File: src/kbi_cfg.svh
// Purpose: Constants of the keyboard level interrupt block.
// Assumes: Special function register offsets on an 8-bit address bus.
// Notes: Definitions only.
`ifndef KBI_CFG_SVH
`define KBI_CFG_SVH
`define KBI_ADDR_W 8
`define KBI_DATA_W 8
`define KBI_OFS_LEVEL_SELECT 8'h9C
`define KBI_OFS_LINE_ENABLE 8'h9D
`define KBI_OFS_LINE_FLAGS 8'h9E
`define KBI_RST_LEVEL_SELECT 8'h00
`define KBI_RST_LINE_ENABLE 8'h00
`define KBI_RST_LINE_FLAGS 8'h00
`define KBI_SYNC_STAGES 2
`define KBI_RST_PIN_LEVEL 1'b1
`define KBI_RST_READ_DATA 8'h00
`endif

File: src/kbi_pkg.sv
// Purpose: Types of the keyboard level interrupt block.
// Assumes: Eight keyboard lines.
// Notes: Offsets and reset values live in kbi_cfg.svh.
package kbi_pkg;
	typedef logic [7:0] kbi_byte_type;
endpackage

File: src/kbi_sync.sv
// Purpose: Two-stage synchroniser for one port line.
// Assumes: Pin changes are slow compared with the core clock.
// Notes: Only the second stage is visible outside.
`timescale 1ns/100ps
`include "kbi_cfg.svh"
module kbi_sync (
	// Clock and reset
	input wire logic clock_i,
	input wire logic rst_b_i,
	// Line
	input wire logic pin_i,
	output logic sync_o
);
	logic stage_one;
	logic stage_two;
	logic next_stage_one;
	logic next_stage_two;

	always_comb begin
		next_stage_one = pin_i;
		next_stage_two = stage_one;
	end

	always_ff @(posedge clock_i or negedge rst_b_i) begin
		if (!rst_b_i) begin
			// Reset to the pulled-up idle level, so a low-level select
			// does not see a false key press just after reset.
			stage_one <= `KBI_RST_PIN_LEVEL;
			stage_two <= `KBI_RST_PIN_LEVEL;
		end else begin
			stage_one <= next_stage_one;
			stage_two <= next_stage_two;
		end
	end

	assign sync_o = stage_two;
endmodule // kbi_sync

File: src/kbi_top.sv
// Purpose: Eight-line keyboard level interrupt with three registers.
// Assumes: Core register port with one-cycle read and write strobes.
// Notes on behaviour
// - Each line sets its own flag while its pin shows the chosen level.
// - A flag requests the shared interrupt only if its line is enabled.
// - Flag register is read-only; a read of it clears every flag whose line is not at its chosen level.
// - A disabled line stays a plain port pin and adds no request.
// - An enabled line lets its flag drive the shared request.
// - Level select zero makes a low pin the detection condition.
// - Level select one makes a high pin the detection condition.
// - Reset clears flags, enables and level selects to zero.
// - All lines share one vector, gated by one global enable.
// - Detection keeps working in idle and power-down to wake the core.
// Notes: The global enable is a core-side input, not a register here.
`timescale 1ns/100ps
`include "kbi_cfg.svh"
module kbi_top #(
	// Number of keyboard lines served
	parameter int LINE_COUNT = `KBI_DATA_W
) (
	// Clock and reset
	input wire logic clock_i,
	input wire logic rst_b_i,
	// Register port
	input wire logic [7:0] reg_addr_i,
	input wire logic reg_wr_i,
	input wire logic reg_rd_i,
	input wire logic [7:0] reg_wdata_i,
	output logic [7:0] reg_rdata_o,
	// Port one pins and core controls
	input wire logic [7:0] port_one_pins_i,
	input wire logic keypad_global_irq_enable_i,
	// Results
	output logic [7:0] key_line_enable_alias_o,
	output logic key_irq_o,
	output logic key_wake_o
);
	kbi_pkg::kbi_byte_type key_level_select;
	kbi_pkg::kbi_byte_type key_line_enable;
	kbi_pkg::kbi_byte_type key_line_flags;
	kbi_pkg::kbi_byte_type next_key_level_select;
	kbi_pkg::kbi_byte_type next_key_line_enable;
	kbi_pkg::kbi_byte_type next_key_line_flags;
	kbi_pkg::kbi_byte_type next_rdata;
	kbi_pkg::kbi_byte_type pins_sync;
	kbi_pkg::kbi_byte_type detect;
	logic next_irq;
	logic next_wake;
	logic flags_read;
	kbi_pkg::kbi_byte_type enabled_flags;

	// The registers are bytes, so the line count is fixed by their width.
	if (LINE_COUNT != `KBI_DATA_W) begin : g_bad_line_count
		$error("line count must equal the register width");
	end
	// The synchroniser module is built with exactly two stages.
	if (`KBI_SYNC_STAGES != 2) begin : g_bad_sync_depth
		$error("synchroniser depth must be two");
	end

	genvar gi;
	generate
		for (gi = 0; gi < LINE_COUNT; gi++) begin : g_line
			kbi_sync u_sync (
				.clock_i(clock_i),
				.rst_b_i(rst_b_i),
				.pin_i(port_one_pins_i[gi]),
				.sync_o(pins_sync[gi])
			);
		end
	endgenerate

	// Matching level: a one bit selects high, a zero bit selects low.
	assign detect = ~(pins_sync ^ key_level_select);
	assign flags_read = reg_rd_i && (reg_addr_i == `KBI_OFS_LINE_FLAGS);

	// Control registers: level select and line enable.
	always_comb begin
		next_key_level_select = key_level_select;
		next_key_line_enable = key_line_enable;
		if (reg_wr_i && reg_addr_i == `KBI_OFS_LEVEL_SELECT) begin
			next_key_level_select = reg_wdata_i;
		end
		if (reg_wr_i && reg_addr_i == `KBI_OFS_LINE_ENABLE) begin
			next_key_line_enable = reg_wdata_i;
		end
	end

	always_ff @(posedge clock_i or negedge rst_b_i) begin
		if (!rst_b_i) begin
			key_level_select <= `KBI_RST_LEVEL_SELECT;
			key_line_enable <= `KBI_RST_LINE_ENABLE;
		end else begin
			key_level_select <= next_key_level_select;
			key_line_enable <= next_key_line_enable;
		end
	end

	// Flags have no write path at all, so software can only clear them.
	always_comb begin
		next_key_line_flags = key_line_flags;
		if (flags_read) begin
			next_key_line_flags = 8'h00;
		end
		// Set wins over the read clear so a press is never lost.
		next_key_line_flags = next_key_line_flags | detect;
	end

	always_ff @(posedge clock_i or negedge rst_b_i) begin
		if (!rst_b_i) begin
			key_line_flags <= `KBI_RST_LINE_FLAGS;
		end else begin
			key_line_flags <= next_key_line_flags;
		end
	end

	// Read data stands for one cycle and is zero between reads.
	always_comb begin
		next_rdata = 8'h00;
		if (reg_rd_i) begin
			unique case (reg_addr_i)
				`KBI_OFS_LEVEL_SELECT: next_rdata = key_level_select;
				`KBI_OFS_LINE_ENABLE: next_rdata = key_line_enable;
				`KBI_OFS_LINE_FLAGS: next_rdata = key_line_flags;
				default: next_rdata = 8'h00;
			endcase
		end
	end

	always_ff @(posedge clock_i or negedge rst_b_i) begin
		if (!rst_b_i) begin
			reg_rdata_o <= `KBI_RST_READ_DATA;
		end else begin
			reg_rdata_o <= next_rdata;
		end
	end

	// Requests. Disabled lines contribute nothing; enabled ones share one.
	always_comb begin
		enabled_flags = key_line_flags & key_line_enable;
		next_irq = keypad_global_irq_enable_i && (|enabled_flags);
		// Wake ignores the global enable so a masked key still wakes the core.
		next_wake = |enabled_flags;
	end

	always_ff @(posedge clock_i or negedge rst_b_i) begin
		if (!rst_b_i) begin
			key_line_enable_alias_o <= `KBI_RST_LINE_ENABLE;
			key_irq_o <= 1'b0;
			key_wake_o <= 1'b0;
		end else begin
			key_line_enable_alias_o <= next_key_line_enable;
			key_irq_o <= next_irq;
			key_wake_o <= next_wake;
		end
	end

	// Register side checks.
	flags_write_ignored_a: assert property (
		@(posedge clock_i) disable iff (!rst_b_i)
		(reg_wr_i && reg_addr_i == `KBI_OFS_LINE_FLAGS && !reg_rd_i)
		|=> ((key_line_flags & ~$past(key_line_flags))
		== ($past(detect) & ~$past(key_line_flags))))
		else $error("flag register changed by a write");
	read_clears_flags_a: assert property (
		@(posedge clock_i) disable iff (!rst_b_i)
		flags_read |=> (key_line_flags == $past(detect)))
		else $error("flag read did not clear flags");
	flags_readback_a: assert property (
		@(posedge clock_i) disable iff (!rst_b_i)
		flags_read |=> (reg_rdata_o == $past(key_line_flags)))
		else $error("flag read returned a wrong value");
	flags_sticky_a: assert property (
		@(posedge clock_i) disable iff (!rst_b_i)
		!flags_read |=> ((key_line_flags & $past(key_line_flags))
		== $past(key_line_flags)))
		else $error("flag cleared without a read");
	select_write_a: assert property (
		@(posedge clock_i) disable iff (!rst_b_i)
		(reg_wr_i && reg_addr_i == `KBI_OFS_LEVEL_SELECT)
		|=> (key_level_select == $past(reg_wdata_i)))
		else $error("level select write lost");
	enable_write_a: assert property (
		@(posedge clock_i) disable iff (!rst_b_i)
		(reg_wr_i && reg_addr_i == `KBI_OFS_LINE_ENABLE)
		|=> (key_line_enable == $past(reg_wdata_i)))
		else $error("line enable write lost");

	// Detection checks, on all lines at once.
	detect_sets_flag_a: assert property (
		@(posedge clock_i) disable iff (!rst_b_i)
		1'b1 |=> ((key_line_flags & $past(detect)) == $past(detect)))
		else $error("detected level did not set its flag");
	no_spurious_set_a: assert property (
		@(posedge clock_i) disable iff (!rst_b_i)
		1'b1 |=> ((key_line_flags & ~$past(key_line_flags)
		& ~$past(detect)) == 8'h00))
		else $error("flag set without a detected level");
	low_level_a: assert property (
		@(posedge clock_i) disable iff (!rst_b_i)
		1'b1 |=> ((key_line_flags & $past(~key_level_select & ~pins_sync))
		== $past(~key_level_select & ~pins_sync)))
		else $error("low level not detected");
	high_level_a: assert property (
		@(posedge clock_i) disable iff (!rst_b_i)
		1'b1 |=> ((key_line_flags & $past(key_level_select & pins_sync))
		== $past(key_level_select & pins_sync)))
		else $error("high level not detected");
	sync_delay_a: assert property (
		@(posedge clock_i) disable iff (!rst_b_i)
		1'b1 |=> ##1 (pins_sync == $past(port_one_pins_i, 2)))
		else $error("pin synchroniser delay wrong");

	// Request checks.
	irq_gated_a: assert property (
		@(posedge clock_i) disable iff (!rst_b_i)
		key_irq_o == $past(keypad_global_irq_enable_i
		&& |(key_line_flags & key_line_enable)))
		else $error("interrupt request mismatch");
	disabled_silent_a: assert property (
		@(posedge clock_i) disable iff (!rst_b_i)
		(key_line_enable == 8'h00) |=> !key_irq_o)
		else $error("request from disabled lines");
	disabled_no_wake_a: assert property (
		@(posedge clock_i) disable iff (!rst_b_i)
		(key_line_enable == 8'h00) |=> !key_wake_o)
		else $error("wake from disabled lines");
	enabled_drives_a: assert property (
		@(posedge clock_i) disable iff (!rst_b_i)
		(keypad_global_irq_enable_i && |(key_line_flags & key_line_enable))
		|=> key_irq_o)
		else $error("enabled flag gave no request");
	global_gate_a: assert property (
		@(posedge clock_i) disable iff (!rst_b_i)
		!keypad_global_irq_enable_i |=> !key_irq_o)
		else $error("request while globally disabled");
	wake_ungated_a: assert property (
		@(posedge clock_i) disable iff (!rst_b_i)
		(!keypad_global_irq_enable_i
		&& |(key_line_flags & key_line_enable)) |=> key_wake_o)
		else $error("masked key gave no wake");
	wake_follows_a: assert property (
		@(posedge clock_i) disable iff (!rst_b_i)
		key_wake_o == $past(|(key_line_flags & key_line_enable)))
		else $error("wake request mismatch");
endmodule // kbi_top

File: config.mk
export PLATFORM = sky130hd
export DESIGN_NAME = kbi_top
export DESIGN_NICKNAME = d
export VERILOG_FILES = /design/src/kbi_pkg.sv /design/src/kbi_sync.sv /design/src/kbi_top.sv
export VERILOG_INCLUDE_DIRS = /design/src
export SDC_FILE = /design/constraint.sdc
export NUM_CORES = 1
export LEC_CHECK = 0
export ABC_AREA = 1
export BUFFER_PORTS_ARGS = -buffer_cell sky130_fd_sc_hd__buf_2
export CAP_MARGIN = 40
export CORE_MARGIN = 1
export CORE_UTILIZATION = 48
export CTS_CLUSTER_SIZE = 10
export DETAILED_ROUTE_END_ITERATION = 10
export PLACE_DENSITY = 0.74
export SLEW_MARGIN = 5
export SYNTH_ARGS = -nofsm -noshare
export SYNTH_HDL_FRONTEND = slang
export SYNTH_SLANG_ARGS = --single-unit
File: constraint.sdc
create_clock -name clock_i -period 0.97 [get_ports clock_i]
set_input_delay 0.1455 -clock clock_i [delete_from_list [all_inputs] [get_ports clock_i]]
set_output_delay 0.1455 -clock clock_i [all_outputs]
set_load 0.1 [all_outputs]
==> run summary, run 1 <==
The most area-hungry cell type in the Yosys netlist is sky130_fd_sc_hd__dfrtp_1. The flow ran to the end, but the final reports show violations. After synthesis, the largest area contributor takes up 39.5% of total cell area.

The top-level I/O count came out at 47. Buffers placed on the I/O ports in this run total 46. The horizontal extent of the die was 69.0 µm.

The switching power was 0.00122 W. The floorplan has 23 rows. Along the worst path, the maximum fanout reaches 2. The tools report the maximum number of buffers from clock root to sink as 2.

The layer flagged by global routing as most heavily used is met2. Synthesis instantiated 23 different standard cells from the library. The logs give 4 for the number of search-and-repair iterations in the first detailed-routing pass and 31.9% for the global-route track usage on met1. The number of enable flip-flop cells after synthesis is 0. After clock tree synthesis, the clock-pin slew on the worst setup and hold paths is 100 ps.

The number of standard cells in the layout, taps in and fillers out is 353, and the number of nets at the end of the flow is 331. The headroom to the max-slew limit was 74.0%; the global-route total usage across every layer was 25.8%. In the global route stage, met3 resource usage came out at 5.92%. For the post-synthesis sequential area ratio, the log shows 59.1%. The tree is rooted in a sky130_fd_sc_hd__clkbuf_8. The routed design has 5610 µm of wire. Transition time of the tightest slew-check pin: 389 ps. The largest net degree at the start of global routing came out at 51. The most numerous cell in the Yosys netlist is sky130_fd_sc_hd__nand2_1. Across all layers, the routed design uses 1821 vias. For the worst-skew pair, the clock arrives at the later sink with an insertion delay of 310 ps.

The detail-routed net length per standard cell is 15.9 µm. The internal power of the cells totals 0.00315 W. The count of pins over their slew limit came out at 0. From synthesis to final layout, the design area changed by 57.3%.

The number of antenna violations at the first check in global routing came out at 0. From bottom edge to top edge, the die measures 69.0 µm. The per-cell via count in the routed design works out to 5.16.

The worst vdd rail ir drop is 1.30 mV, and the number of global-route vias before repair is 1876. After legalization and detailed placement, the total HPWL measured 3390 µm. The maximum clock frequency is 811 MHz, and the worst endpoint required time is 820 ps.

The first global-routing pass estimated 8600 µm of wire. After synthesis, the cell types taking the most area are sky130_fd_sc_hd__dfrtp_1 40%, sky130_fd_sc_hd__dfstp_2 20%, sky130_fd_sc_hd__nand2_1 7.2%. The worst setup path is captured at an output port. The average footprint of a synthesized cell was 10.2 µm²; the level count of the clock H-tree was 2. For the remaining antenna violation count after routing, the log shows 0. Of the total power, the clock network draws 29.1%. For this run, the leading register cell type out of synthesis is sky130_fd_sc_hd__dfrtp_1. For this configuration, the core starts out at a cell density of 51.9%. Class of the worst hold path: input pin to flip-flop. The power per cell area is 1290 nW/µm². The number of setup violations in the final report is 28, and the power share of the combinational group is 19.3%. For this run, design rule violations remaining after detail routing come to 0. The worst setup path is of the flip-flop to output port kind. The final clock period utilization by the worst path was 127%; the number of clock buffers inserted by TritonCTS was 5. The tools report the starting DRC count in detailed routing as 122. Measured on the finished design, the core utilization comes to 81.7%. The largest clock skew in the final design is 14.1 ps, and the diode insertion count for antenna repair is 0. Data arrives at the worst endpoint at 1090 ps. The final reports fail on setup timing. The final worst-path setup slack came out at -264 ps. The run gives 0 as the total congestion overflow after global routing. The tool flagged a number of max-cap violations equal to 0. The tools report the total die area as 4760 µm².

Routability-driven placement finished with a final weighted congestion of 0.793. STA classifies the critical path startpoint as a flip-flop. In the synthesized netlist the async set-or-reset flop fraction comes to 100%. Subtracting the final worst setup slack from the clock period gives 1230 ps. After technology mapping, the gate count stands at 211.

The run gives 50 as the number of sinks handled by clock tree synthesis. For this design the static power due to leakage is 1.75 nW. The switching share of power was 27.9%; the relative contribution of sequential cells to total power was 51.6%. Summing every instance area after synthesis gives 2150 µm².

The core area is 4140 µm². Setup repair after global routing could not meet its margin everywhere. For the synthesized netlist net count, the log shows 240.

The synthesis-stage register bit count came out at 50. TritonCTS built the clock tree. For this run, the number of Yosys warnings is 0. Once placement completed, the tool counted placed cells totaling 324.

For this run, global-route usage on met2 was measured as 42.1%. The tools report the hold violation total from the final report as 0. The fraction of layout cells with a size suffix above 1 came out at 58.1%.

The commonest cells after synthesis are 41 x sky130_fd_sc_hd__nand2_1, 34 x sky130_fd_sc_hd__dfrtp_1, 28 x sky130_fd_sc_hd__nand3_1.
## timing repair
action / CTS / global route
resized for setup: 17 / 39
hold buffers: 9 / 0
hold endpoints to repair: 42 / 0
cloned: 0 / 0
setup buffers: 10 / 4
pin swaps: 6 / 14
setup endpoints to repair: 22 / 33
## critical path: stages (launching register included)
cell and delay, ps:
sky130_fd_sc_hd__dfrtp_4 500, sky130_fd_sc_hd__buf_6 120, sky130_fd_sc_hd__buf_12 150
## stage by stage
step	TNS, ps	total power, W	cell area (µm²)	hold WS [ps]	worst slack, ps
final	-3760	0.00437	3380	51.4	-264
after global placement	-4270	0.00294	2930	149	-203
after floorplan	-333	0.00261	2230	-150	-116
after detailed placement	-5160	0.00296	2930	154	-220
after global routing	-4620	0.00451	3380	51.6	-284
after CTS	-3570	0.00430	3240	50.3	-263
## state kept, by name, summed over array words and instances, names as in the netlist
| register | cells |
|---|---|
| g_line.u_sync.next_stage_two | 8 |
| g_line.u_sync.sync_o | 8 |
| key_irq_o | 1 |
| key_level_select | 8 |
| key_line_enable_alias_o | 8 |
| key_line_flags | 8 |
| key_wake_o | 1 |
| reg_rdata_o | 8 |
## cells by family after synthesis
kind of cell	count (synthesis)	synth area share [%]
AOI/OAI and AO/OA	29	7.38
xor gates and xnor gates	8	3.26
buffers and inverters	30	6.57
DFF	50	59.1
and+or+nand+nor	94	23.7
## layout by cell type, fill, tap and decap left out, drive strengths merged
cell type	n
buf	81
nand2	51
dfrtp	34
nand3	28
o21ai	27
inv	24
dfstp	16
nor2	14
dlygate4sd3	9
xor2	8
clkbuf	7
o2111ai	1
and3	1
a21boi	1
clkinv	1
## power groups by stage
stage	registers [W]	logic [W]	clock network, W
final	0.00225	0.000842	0.00127
after CTS	0.00225	0.000771	0.00128
after floorplan	0.00246	0.000146	0
after global routing	0.00226	0.000888	0.00136
after detailed placement	0.00229	0.000664	0
after global placement	0.00229	0.000656	0
## cell type report
type	count	area (µm²)
clock buffers	7	86.3
clock inverters	1	5.00
fillers	236	759
inverters	24	105
multi-input cells	131	876
flip-flops and latches	50	1310
well taps	50	62.6
repair buffers	90	937
## per-layer routing
metal	up-vias	wire length (µm)
met4	0	116
met1	889	2290
met5	-	0
li1	857	-
met2	62	2930
met3	13	271
## worst paths after layout
check	start	to	slack, ps	cells past startpoint
max	key_line_enable_alias_o[5]	key_line_enable_alias_o[5]	-260	2
min	reg_wdata_i[3]	key_line_enable_alias_o[3]	50	3
max reg2reg	key_line_enable_alias_o[3]	key_irq_o	-200	6
min reg2reg	g_line[0].u_sync.next_stage_two	g_line[0].u_sync.sync_o	360	0
max in group asynchronous	rst_b_i	g_line[6].u_sync.sync_o	330	3
min in group asynchronous	rst_b_i	key_line_enable_alias_o[2]	360	3
Note: power is estimated with default switching activity, not from simulation.
==> inputs of run 2 (changes only) <==
--- a/config.mk
+++ b/config.mk
@@ -8,12 +8,12 @@
 export LEC_CHECK = 0
 export ABC_AREA = 1
 export BUFFER_PORTS_ARGS = -buffer_cell sky130_fd_sc_hd__buf_2
-export CAP_MARGIN = 40
+export CAP_MARGIN = 10
 export CORE_MARGIN = 1
 export CORE_UTILIZATION = 48
 export CTS_CLUSTER_SIZE = 10
 export DETAILED_ROUTE_END_ITERATION = 10
-export PLACE_DENSITY = 0.74
+export PLACE_DENSITY = 0.77
 export SLEW_MARGIN = 5
 export SYNTH_ARGS = -nofsm -noshare
 export SYNTH_HDL_FRONTEND = slang
==> constraint.sdc (replaced) <==
create_clock -name clock_i -period 1 [get_ports clock_i]
set_input_delay 0.15 -clock clock_i [delete_from_list [all_inputs] [get_ports clock_i]]
set_output_delay 0.15 -clock clock_i [all_outputs]
set_load 0.1 [all_outputs]
==> run summary, run 2 (synthesis results as in run 1) <==
The level count of the clock H-tree is 2 (unchanged). The die boundary height is 69.0 µm (unchanged), and the worst vdd rail ir drop is 1.09 mV (-16%). The critical-path maximum fanout works out to 2 (unchanged). The run gives 0 (unchanged) as the number of antenna violations at the first check in global routing. The run gives 65.4 ps (+14.0 ps) as the worst hold margin. The signal on the critical path passes through buf_6 -> buf_12. TritonCTS built the clock tree. Power per cell area: 1260 nW/µm² (-2.6%).

The leakage component of the power was 1.74 nW (-0.89%); the count of unresolved DRC violations after routing was 0 (unchanged). For the largest clock skew in the final design, the log shows 8.57 ps (-5.56 ps). The final design area excluding fillers was 3320 µm² (-1.9%). The tools report the number of setup violations in the final report as 26 (-7.1%). The total die area is 4760 µm² (unchanged), and the instance area after placement is 2920 µm² (-0.43%). Number of cell instances on the worst register-to-register path: 6 (unchanged). For the global-route total usage across every layer, the log shows 23.8% (-2.0 points). The hold violation total from the final report is 0 (unchanged), and the area of combinational cells with multiple inputs is 826 µm² (-5.7%). Element type at the critical path start: a flip-flop.

For the count of pins over their slew limit, the log shows 0 (unchanged). Following the worst setup path forward leads to its endpoint at key_line_enable_alias_o[4]. Leaving out fill and tap cells, the most frequent cells in the layout are 36 x sky130_fd_sc_hd__nand2_1, 28 x sky130_fd_sc_hd__buf_2, 20 x sky130_fd_sc_hd__buf_4, 19 x sky130_fd_sc_hd__buf_12. The fraction of layout cells with a size suffix above 1 came out at 55.6% (-2.5 points).

The run gives 242 (+2.5%) as the count of filler cells inserted in the layout. The end of the worst register-to-register path is reg_rdata_o[2]. The largest net degree at the start of global routing was 51 (unchanged); the maximum clock frequency was 804 MHz. The worst hold path belongs to the class input pin to flip-flop.

The remaining antenna violation count after routing was 0 (unchanged). The slowest stage of the critical path is the sky130_fd_sc_hd__dfrtp_4 cell. Setup slack at placement: -215 ps (+5.08 ps).

The run gives 47 (unchanged) as the top-level I/O count. The core area was 4140 µm² (unchanged); the number of port buffers was 46 (unchanged). The number of cell rows came out at 23 (unchanged). The worst endpoint required time came out at 850 ps (+30 ps). Leaving out fill and tap cells, the most frequent cell in the layout is sky130_fd_sc_hd__nand2_1. The worst path needs 1240 ps of the cycle, external delays included.

The detailed placement HPWL is 3230 µm (-4.9%), and the wire length after detailed routing is 5370 µm (-4.3%). Setup repair after global routing could not meet its margin everywhere. The run gives 0 (unchanged) as the max-cap check violation count. For the endpoint arrival time on the critical path, the log shows 1090 ps (about the same). The checks that failed: setup timing. For the sequential cell area in the final layout, the log shows 1310 µm² (unchanged). The startpoint of the most critical setup path was key_line_enable_alias_o[4]. The run gives 0 (unchanged) as the total congestion overflow after global routing. The per-cell via count in the routed design is 5.12 (-0.83%), and the final clock period utilization by the worst path is 124%. The transition time of the tightest slew-check pin is 374 ps (-14.4 ps), and the maximum number of buffers from clock root to sink is 2 (unchanged). The worst setup path is of the flip-flop to output port kind. The worst setup path is captured at an output port. The number of global-route vias before repair is 1724 (-8.1%). For the number of clock buffers inserted by TritonCTS, the log shows 5 (unchanged). The clock tree root buffer cell was sky130_fd_sc_hd__clkbuf_8. The area growth from synthesis to final layout is 54.3%. In this run the critical register-to-register path is launched from key_line_enable_alias_o[2]. The maximum cell stage delay along the critical path is 500 ps (about the same), and the detail-routed net length per standard cell is 15.2 µm (-4.5%).

The clock transition at the registers of the reported paths is 90 ps (about the same), and the horizontal extent of the die is 69.0 µm (unchanged). The number of nets at the end of the flow is 332 (+0.30%). For the headroom to the max-slew limit, the log shows 75.0% (+0.96 points). The final worst-path setup slack came out at -244 ps (+19.8 ps). For the diode insertion count for antenna repair, the log shows 0 (unchanged).

The logs give 51.9% (unchanged) for the initial standard-cell utilization of the core and 0.847 (+6.8%) for the final RePlAce weighted congestion. Starting DRC count in detailed routing: 135 (+11%). The clock latency at the later pin of the worst-skew pair came out at 310 ps (about the same).

The run gives -170 ps (+30 ps) as the register-to-register setup slack. The number of sinks handled by clock tree synthesis is 50 (unchanged), and the number of search-and-repair iterations in the first detailed-routing pass is 4 (unchanged). The run finished, with violations left. The run gives 7980 µm (-7.2%) as the global-route wire length before repair. The total via count in the routed design was 1811 (-0.55%).
run 2: changes by cell type in the layout (fill, tap and decap cells not counted), moves of 2 or more:
cell,before,now
sky130_fd_sc_hd__buf_4,15,20
sky130_fd_sc_hd__nor2_1,4,6
sky130_fd_sc_hd__nand2_4,5,3
sky130_fd_sc_hd__inv_1,16,18
sky130_fd_sc_hd__buf_6,19,15
sky130_fd_sc_hd__nand2_1,34,36
sky130_fd_sc_hd__inv_4,4,2
run 2: area by class of cell:
type                            instances  area share (%)
Sequential cell                        50            39.5
Multi-Input combinational cell        131            24.9
Clock buffer                            6            2.49
Timing Repair Buffer                   91            28.0
Tap cell                               50            1.88
Clock inverter                          2           0.377
Inverter                               24            2.86
run 2: power by group:
| part | total [W] | switching [W] | internal [W] |
|---|---|---|---|
| combinational | 0.000769 | 0.000432 | 0.000336 |
| clock | 0.00122 | 0.000662 | 0.000557 |
| sequential | 0.00218 | 0.0000506 | 0.00213 |
run 2: worst min-delay path by stage:
stage | from | to | slack, ps | cells past startpoint
2_1_floorplan | rst_b_i | key_irq_o | -150 | 0
3_3_place_gp | rst_b_i | key_line_enable_alias_o[6] | 150 | 2
3_5_place_dp | rst_b_i | key_level_select[6] | 160 | 2
4_1_cts | reg_wdata_i[6] | key_line_enable_alias_o[6] | 60 | 3
5_1_grt | reg_wdata_i[7] | key_level_select[7] | 60 | 3
6_report | reg_wdata_i[2] | key_level_select[2] | 70 | 3
run 2: what timing repair did:
item,CTS,global route
pin swaps,5,10
hold buffers,9,0
endpoints found under the setup margin,20,28
setup buffers,9,6
gates resized for setup,20,19
endpoints found under the hold margin,42,0
run 2: through the flow:
step                std cells  TNS [ps]  total power (W)  util [%]
floorplan                 211      -189          0.00252         -
CTS                       351     -2470          0.00413      78.0
global route              354     -3580          0.00431      80.1
detailed placement        325     -4440          0.00285      70.4
global placement          325     -3040          0.00283      70.4
finish                    354     -2880          0.00417      80.1
run 2: critical path: cells and delay by family (launching register included):
kind | cells | cell delay, ps
buffers and inverters | 2 | 300
DFF | 1 | 500
run 2: routing by layer:
layer | routed length (µm) | vias up | track usage, %
met2 | 2700 | 78 | 37.1
li1 | - | 852 | -
met5 | 0 | - | 0
met1 | 2190 | 869 | 31.5
met4 | 148 | 0 | 10.2
met3 | 335 | 12 | 5.92
